==> src/design/eci_map.vh <==
// external control inputs: shared constants
// assumes a 10 MHz system clock
`ifndef ECI_MAP_VH
`define ECI_MAP_VH
`define ECI_CLK_HZ         10000000
`define ECI_DEBOUNCE_MS    10
`define ECI_DEBOUNCE_CYC   ((`ECI_CLK_HZ / 1000) * `ECI_DEBOUNCE_MS)
`define ECI_CNT_W          17
`define ECI_FLASH_MS       250
`define ECI_FLASH_CYC      ((`ECI_CLK_HZ / 1000) * `ECI_FLASH_MS)
`define ECI_FLASH_W        22
`define ECI_RDG_W          24
`define ECI_RDG_RST        24'h000000
`define ECI_SEL_LIVE       2'h0
`define ECI_SEL_MAX        2'h1
`define ECI_SEL_MIN        2'h2
`define ECI_SEL_HOLD       2'h3
`endif

==> src/design/eci_debounce.v <==
// one control pin: three-stage synchroniser and debounce filter
// assumes pin is active low (closed to return reads low)
`timescale 1ns/1ns
`default_nettype none
module eci_debounce #(
  parameter CNT_W = 17,
  parameter [CNT_W-1:0] STABLE = 17'd100000
) (
  input  wire clk,
  input  wire rst,
  input  wire pin_n,
  output reg  level_q,
  output reg  rise_q
);
  reg             s1_q;
  reg             s2_q;
  reg             s3_q;
  reg [CNT_W-1:0] cnt_q;
  // asserted when pin grounded; count while second and third agree
  always @(posedge clk or posedge rst) begin
    if (rst) begin
      s1_q    <= 1'b1;
      s2_q    <= 1'b1;
      s3_q    <= 1'b1;
      cnt_q   <= {CNT_W{1'b0}};
      level_q <= 1'b0;
      rise_q  <= 1'b0;
    end else begin
      s1_q   <= pin_n;
      s2_q   <= s1_q;
      s3_q   <= s2_q;
      rise_q <= 1'b0;
      if (s2_q != s3_q || (~s3_q) == level_q) begin
        cnt_q <= {CNT_W{1'b0}};
      end else if (cnt_q >= STABLE - 1'b1) begin
        cnt_q   <= {CNT_W{1'b0}};
        level_q <= ~s3_q;
        rise_q  <= ~s3_q;
      end else begin
        cnt_q <= cnt_q + 1'b1;
      end
    end
  end
endmodule
`default_nettype wire

==> src/design/eci_peak_track.v <==
// stored maximum and minimum of the live reading
// assumes sample_valid marks a new signed reading
`timescale 1ns/1ns
`default_nettype none
`include "eci_map.vh"
module eci_peak_track #(
  parameter W = 24
) (
  input  wire                clk,
  input  wire                rst,
  input  wire                sample_valid,
  input  wire signed [W-1:0] sample,
  input  wire                clear,
  output reg  signed [W-1:0] max_q,
  output reg  signed [W-1:0] min_q,
  output reg                 seen_q
);
  always @(posedge clk or posedge rst) begin
    if (rst) begin
      max_q  <= {W{1'b0}};
      min_q  <= {W{1'b0}};
      seen_q <= 1'b0;
    end else if (clear) begin
      // a sample in the clearing cycle starts the new extremes
      seen_q <= sample_valid;
      if (sample_valid) begin
        max_q <= sample;
        min_q <= sample;
      end
    end else if (sample_valid) begin
      seen_q <= 1'b1;
      if (!seen_q || sample > max_q) begin
        max_q <= sample;
      end
      if (!seen_q || sample < min_q) begin
        min_q <= sample;
      end
    end
  end
endmodule
`default_nettype wire

==> src/design/eci_top.v <==
// rear connector control inputs of a panel meter
// assumes pins are active low to the return and asynchronous to clk
// Notes on behaviour
// - momentary tare closure zeroes the reading once.
// - peak closed shows stored maximum, flashing.
// - valley closed shows stored minimum, flashing.
// - reset input with scope bit 0 requests full hard reset.
// - reset input with scope bit 1 clears only maximum and minimum.
// - hold grounded freezes displayed value.
// - during hold sampling, outputs and extremes keep updating.
// - lockout grounded rejects configuration changes and memory writes.
// - lockout in run mode ignores menu press entering setup.
// - print input with print enable starts one serial printout.
// - print input with latch reset enable clears latched alarms.
`timescale 1ns/1ns
`default_nettype none
`include "eci_map.vh"
module eci_top #(
  parameter W        = `ECI_RDG_W,
  parameter DEB_CYC  = `ECI_DEBOUNCE_CYC,
  parameter FLASH_CYC = `ECI_FLASH_CYC
) (
  input  wire                clk,
  input  wire                rst,
  input  wire                tare_n,
  input  wire                peak_n,
  input  wire                valley_n,
  input  wire                ext_reset_n,
  input  wire                hold_n,
  input  wire                lockout_n,
  input  wire                print_n,
  input  wire                reset_scope_select,
  input  wire                print_enable,
  input  wire                alarm_latch_reset_enable,
  input  wire                sample_valid,
  input  wire signed [W-1:0] raw_reading,
  input  wire                cfg_write_req,
  input  wire                nv_write_req,
  input  wire                menu_press,
  input  wire                run_mode,
  output reg  signed [W-1:0] live_reading_q,
  output reg                 live_valid_q,
  output reg  signed [W-1:0] display_value_q,
  output reg                 display_flash_q,
  output reg  [1:0]          display_sel_q,
  output reg  signed [W-1:0] max_reading_q,
  output reg  signed [W-1:0] min_reading_q,
  output reg                 hard_reset_q,
  output reg                 print_start_q,
  output reg                 alarm_latch_clear_q,
  output reg                 cfg_write_ok_q,
  output reg                 nv_write_ok_q,
  output reg                 setup_enter_q,
  output reg                 lockout_q
);
  localparam [`ECI_CNT_W-1:0]   DEB_N   = DEB_CYC[`ECI_CNT_W-1:0];
  localparam [`ECI_FLASH_W-1:0] FLASH_N = FLASH_CYC[`ECI_FLASH_W-1:0];

  wire tare_rise;
  wire peak_on;
  wire valley_on;
  wire reset_rise;
  wire hold_on;
  wire lock_on;
  wire print_rise;

  // tare, reset and print act on the assertion edge only
  eci_debounce #(
    .CNT_W  (`ECI_CNT_W),
    .STABLE (DEB_N)
  ) u_deb_tare (
    .clk     (clk),
    .rst     (rst),
    .pin_n   (tare_n),
    .level_q (),
    .rise_q  (tare_rise)
  );

  eci_debounce #(
    .CNT_W  (`ECI_CNT_W),
    .STABLE (DEB_N)
  ) u_deb_peak (
    .clk     (clk),
    .rst     (rst),
    .pin_n   (peak_n),
    .level_q (peak_on),
    .rise_q  ()
  );

  eci_debounce #(
    .CNT_W  (`ECI_CNT_W),
    .STABLE (DEB_N)
  ) u_deb_valley (
    .clk     (clk),
    .rst     (rst),
    .pin_n   (valley_n),
    .level_q (valley_on),
    .rise_q  ()
  );

  eci_debounce #(
    .CNT_W  (`ECI_CNT_W),
    .STABLE (DEB_N)
  ) u_deb_reset (
    .clk     (clk),
    .rst     (rst),
    .pin_n   (ext_reset_n),
    .level_q (),
    .rise_q  (reset_rise)
  );

  eci_debounce #(
    .CNT_W  (`ECI_CNT_W),
    .STABLE (DEB_N)
  ) u_deb_hold (
    .clk     (clk),
    .rst     (rst),
    .pin_n   (hold_n),
    .level_q (hold_on),
    .rise_q  ()
  );

  eci_debounce #(
    .CNT_W  (`ECI_CNT_W),
    .STABLE (DEB_N)
  ) u_deb_lock (
    .clk     (clk),
    .rst     (rst),
    .pin_n   (lockout_n),
    .level_q (lock_on),
    .rise_q  ()
  );

  eci_debounce #(
    .CNT_W  (`ECI_CNT_W),
    .STABLE (DEB_N)
  ) u_deb_print (
    .clk     (clk),
    .rst     (rst),
    .pin_n   (print_n),
    .level_q (),
    .rise_q  (print_rise)
  );

  reg  signed [W-1:0] tare_off_q;
  reg                 pv_clear_q;
  reg  [`ECI_FLASH_W-1:0] flash_cnt_q;
  reg                 flash_ph_q;
  wire signed [W-1:0] max_w;
  wire signed [W-1:0] min_w;
  wire signed [W-1:0] net_w = raw_reading - tare_off_q;

  // extremes track the tared reading, hold or not
  eci_peak_track #(
    .W (W)
  ) u_pk (
    .clk          (clk),
    .rst          (rst),
    .sample_valid (sample_valid),
    .sample       (net_w),
    .clear        (pv_clear_q),
    .max_q        (max_w),
    .min_q        (min_w),
    .seen_q       ()
  );

  // tare captures the current raw value as offset
  always @(posedge clk or posedge rst) begin
    if (rst) begin
      tare_off_q <= `ECI_RDG_RST;
    end else if (tare_rise) begin
      tare_off_q <= raw_reading;
    end
  end

  // edge-triggered actions, one pulse per debounced assertion
  always @(posedge clk or posedge rst) begin
    if (rst) begin
      pv_clear_q <= 1'b0;
    end else begin
      pv_clear_q <= reset_rise & reset_scope_select;
    end
  end

  always @(posedge clk or posedge rst) begin
    if (rst) begin
      hard_reset_q <= 1'b0;
    end else begin
      hard_reset_q <= reset_rise & ~reset_scope_select;
    end
  end

  always @(posedge clk or posedge rst) begin
    if (rst) begin
      print_start_q <= 1'b0;
    end else begin
      print_start_q <= print_rise & print_enable;
    end
  end

  always @(posedge clk or posedge rst) begin
    if (rst) begin
      alarm_latch_clear_q <= 1'b0;
    end else begin
      alarm_latch_clear_q <= print_rise & alarm_latch_reset_enable;
    end
  end

  // flash phase for stored-value display
  always @(posedge clk or posedge rst) begin
    if (rst) begin
      flash_cnt_q <= {`ECI_FLASH_W{1'b0}};
      flash_ph_q  <= 1'b0;
    end else if (!(peak_on | valley_on)) begin
      flash_cnt_q <= {`ECI_FLASH_W{1'b0}};
      flash_ph_q  <= 1'b0;
    end else if (flash_cnt_q >= FLASH_N - 1'b1) begin
      flash_cnt_q <= {`ECI_FLASH_W{1'b0}};
      flash_ph_q  <= ~flash_ph_q;
    end else begin
      flash_cnt_q <= flash_cnt_q + 1'b1;
    end
  end

  // display selection: peak over valley over hold over live
  always @(posedge clk or posedge rst) begin
    if (rst) begin
      display_value_q <= `ECI_RDG_RST;
      display_sel_q   <= `ECI_SEL_LIVE;
      display_flash_q <= 1'b0;
    end else begin
      display_flash_q <= (peak_on | valley_on) & flash_ph_q;
      if (peak_on) begin
        display_sel_q   <= `ECI_SEL_MAX;
        display_value_q <= max_w;
      end else if (valley_on) begin
        display_sel_q   <= `ECI_SEL_MIN;
        display_value_q <= min_w;
      end else if (hold_on) begin
        display_sel_q   <= `ECI_SEL_HOLD;
      end else begin
        display_sel_q <= `ECI_SEL_LIVE;
        // back from a stored view: show the live reading, not the stale extreme
        if (sample_valid) begin
          display_value_q <= net_w;
        end else begin
          display_value_q <= live_reading_q;
        end
      end
    end
  end

  // live outputs keep running regardless of hold
  always @(posedge clk or posedge rst) begin
    if (rst) begin
      live_reading_q <= `ECI_RDG_RST;
      live_valid_q   <= 1'b0;
      max_reading_q  <= `ECI_RDG_RST;
      min_reading_q  <= `ECI_RDG_RST;
    end else begin
      live_valid_q  <= sample_valid;
      max_reading_q <= max_w;
      min_reading_q <= min_w;
      if (sample_valid) begin
        live_reading_q <= net_w;
      end
    end
  end

  // lockout gating; requests are gated by the same state that lockout_q shows
  always @(posedge clk or posedge rst) begin
    if (rst) begin
      lockout_q <= 1'b0;
    end else begin
      lockout_q <= lock_on;
    end
  end

  always @(posedge clk or posedge rst) begin
    if (rst) begin
      cfg_write_ok_q <= 1'b0;
    end else begin
      cfg_write_ok_q <= cfg_write_req & ~lockout_q;
    end
  end

  always @(posedge clk or posedge rst) begin
    if (rst) begin
      nv_write_ok_q <= 1'b0;
    end else begin
      nv_write_ok_q <= nv_write_req & ~lockout_q;
    end
  end

  always @(posedge clk or posedge rst) begin
    if (rst) begin
      setup_enter_q <= 1'b0;
    end else begin
      setup_enter_q <= menu_press & run_mode & ~lockout_q;
    end
  end
endmodule
`default_nettype wire

==> config.mk <==
export PLATFORM = sky130hd
export DESIGN_NAME = eci_top
export DESIGN_NICKNAME = d
export VERILOG_FILES = /design/src/design/eci_debounce.v /design/src/design/eci_peak_track.v /design/src/design/eci_top.v
export VERILOG_INCLUDE_DIRS = /design/src /design/src/design
export SDC_FILE = /design/constraint.sdc
export NUM_CORES = 1
export LEC_CHECK = 0
export BUFFER_PORTS_ARGS = -buffer_cell sky130_fd_sc_hd__buf_2
export CORE_MARGIN = 8
export CORE_UTILIZATION = 53
export CTS_CLUSTER_DIAMETER = 30
export DETAILED_ROUTE_END_ITERATION = 16
export HOLD_SLACK_MARGIN = 0.15
export PLACE_DENSITY = 0.78
export SLEW_MARGIN = 5
export SYNTH_ARGS = -nofsm -noshare
export SYNTH_HDL_FRONTEND = slang
export SYNTH_HIERARCHICAL = 1
export SYNTH_SLANG_ARGS = --single-unit
==> constraint.sdc <==
create_clock -name clk -period 4.8 [get_ports clk]
set_input_delay 0.48 -clock clk [delete_from_list [all_inputs] [get_ports clk]]
set_output_delay 0.48 -clock clk [all_outputs]
set_load 0.01 [all_outputs]
==> results.md <==
- Status: complete, no violations
- Worst-path cell chain: dlygate4sd3_1, buf_2, ha_1, a21oi_4, a31oi_2, o31a_2, buf_4, a221oi_4, xnor2_2, buf_4, ha_1, nand4_1, nor4_2, o31a_1, o2111ai_2, buf_12, nand4_1, o211ai_1
- Dpl cell area: 19940 sq um
- Mapped cell area: 18650 sq um
- Depth of the CTS H-tree: 3
- Vias in the first global route: 16020
- Buffers on Ports: 147
- Die ar.: 41450 sq um
- Type of origin of the critical path: primary input
- Die height: 203.6 um
- Fill cells: 2507
- Area grow syn2layout: 24.31%
- DR WL met2: 24170 um
- Largest net degree at the start of global routing: 92
- Crit path time final: 4664 ps
- Final setup TNS: 0 ps
- CP startpoint: raw_reading[4]
- Maxcap violations: 0
- All-layer global routing usage: 23.96%
- Synth warn: 6
- NumNets Final: 2195
- Routability Congestion: 0.9051
- Crit. End Element: flop
- Core area: 34630 sq um
- CTS sink count: 354
- WL/cell: 19.60 um
- DR vias/cell: 6.079
- Total wire length: 50880 um
- Clock latency on the worst-skew pair: 590 ps
- CTS tree: built
- Final Hold Vio Count: 0
- Hold Crit Class: in2reg
- Hold Startpoint: raw_reading[20]
- Reg2reg start: tare_off_q[0]
- CTS Buffer Depth: 3
- Row count: 68
- Post-synth net total: 1970
- Layout cell share with drive strength beyond 1: 22.71%
- Cells after Synth: 1850
- Ports: 148
- Reg clk slew, reported paths: 50 ps
- Slew margin rel.: 21.56%
- TritonCTS buffer count: 79
- Slew @ Worst Pin: 1172 ps
- Gr ovfl total: 0
- Die W: 203.6 um
- Syn avg cell area: 10.08 sq um
- Iter 0 DRT Violations: 1563
- Top Layer Used: met5
- Drt first pass iters: 8
- DRC errors left: 0
- Vias post-DR: 15780
- CP max stage delay: 560 ps
- Initial Util: 53.86%
- Pleak: 10.15 nW
- Worst Skew: 20.62 ps
- Max Slew Vio Count: 0
- CP max-delay cell: dlygate4sd3_1
- Number of setup violations in the final report: 0
- Pwr dens: 505.3 nW/um^2
- Met1 WL: 20690 um
- Fmax: 214.4 MHz
- WS Path Type: in2reg
- Met3 wire length: 4179 um
- Crit share post-route: 97.16%
- CTS root buf: clkbuf_16
- Worst EP required: 5250 ps
- Crit-path max FO: 16
- Final Instance Area: 23180 sq um
- Initial antenna violation count: 2
- Antenna Nets Post-Route: 0
- Critical Path AT: 5120 ps
- VDD IR max: 0.4406 mV
- Global-route wire length before repair: 82030 um
- Post-DP HPWL: 32700 um
## area by class of cell
class | instances | area [sq um] | share of cell area [%]
Inverter | 115 | 436.7 | 1.883
Multi-Input combinational cell | 1291 | 9014 | 38.88
Timing Repair Buffer | 234 | 1544 | 6.659
Antenna cell | 1 | 2.502 | 0.01079
Tap cell | 455 | 569.3 | 2.455
Clock inverter | 53 | 663.1 | 2.860
Sequential cell | 354 | 8886 | 38.33
Clock buffer | 93 | 2069 | 8.926
## layout by cell type, fill, tap and decap left out, drive strengths merged, types with 21 or more instances in the layout
master / instances
a21oi: 75
xor2: 52
o211ai: 28
nor2: 101
inv: 124
dfstp: 21
xnor2: 79
nor3: 143
and4: 23
nand3: 66
ha: 78
nor4: 47
buf: 203
clkbuf: 95
nand2: 146
mux2: 54
dlygate4sd3: 29
nand4: 94
dfrtp: 333
a31oi: 21
o21ai: 71
## per-layer routing
layer,GRT usage [%],up-vias
met5,0,-
met4,10.77,2
met3,5.919,146
met2,38.77,741
met1,30.14,7701
li1,-,7192
## power breakdown
part	internal [mW]	switching, mW	leakage, nW
Clock	3.70	1.78	1.30
Combinational	1.03	1.31	4.41
Sequential	3.47	0.429	4.44
## repair_timing
item                                    4_1_cts  5_1_grt
resized for setup                             0       20
hold endpoints to repair                     28        0
hold buffers                                 29        0
endpoints found under the setup margin        0       48
buffers inserted                              0        5
## sequential cells by signal (all words and copies together), names as in the netlist, 2 cells and up
register and flops:
u_pk/max_q 24, display_sel_q 2, max_reading_q 24, u_deb_hold/cnt_q 17, u_deb_tare/cnt_q 17, live_reading_q 24
u_pk/min_q 24, u_deb_lock/cnt_q 17, min_reading_q 24, u_deb_valley/cnt_q 17, u_deb_peak/cnt_q 17, display_value_q 24
u_deb_reset/cnt_q 17, flash_cnt_q 22, u_deb_print/cnt_q 17, tare_off_q 24
## through the flow
| step | utilization, % | hold slack (ps) | total power [mW] | setup WS [ps] | std cells |
|---|---|---|---|---|---|
| after floorplan | - | 345.2 | 5.157 | 141.8 | 1850 |
| after global placement | 57.60 | 345.8 | 5.926 | 91.39 | 2413 |
| after detailed placement | 57.60 | 347.2 | 6.040 | -81.65 | 2413 |
| after CTS | 66.32 | 152.1 | 11.61 | 59.84 | 2588 |
| after global routing | 66.95 | 163.2 | 12.18 | -18.35 | 2596 |
| final | 66.95 | 171.5 | 11.71 | 136.2 | 2596 |
## critical path: cells and delay by family
family | cells | cell delay, ps
compound gates | 7 | 1750
xor+xnor | 1 | 120
fa+ha+maj | 2 | 700
buf+inv | 5 | 1310
simple gates | 3 | 750
## path summary, 6_finish.rpt
kind                       slack, ps            endpoint  depth (start not counted)
max                              140      u_pk/max_q[16]                         18
min                              170      tare_off_q[20]                          3
max reg2reg                      300      u_pk/max_q[16]                         18
min reg2reg                      350     u_deb_hold/s2_q                          0
max in group asynchronous       3490      tare_off_q[17]                          3
min in group asynchronous        270  live_reading_q[23]                          2
Power figures use the tool's default switching activity.
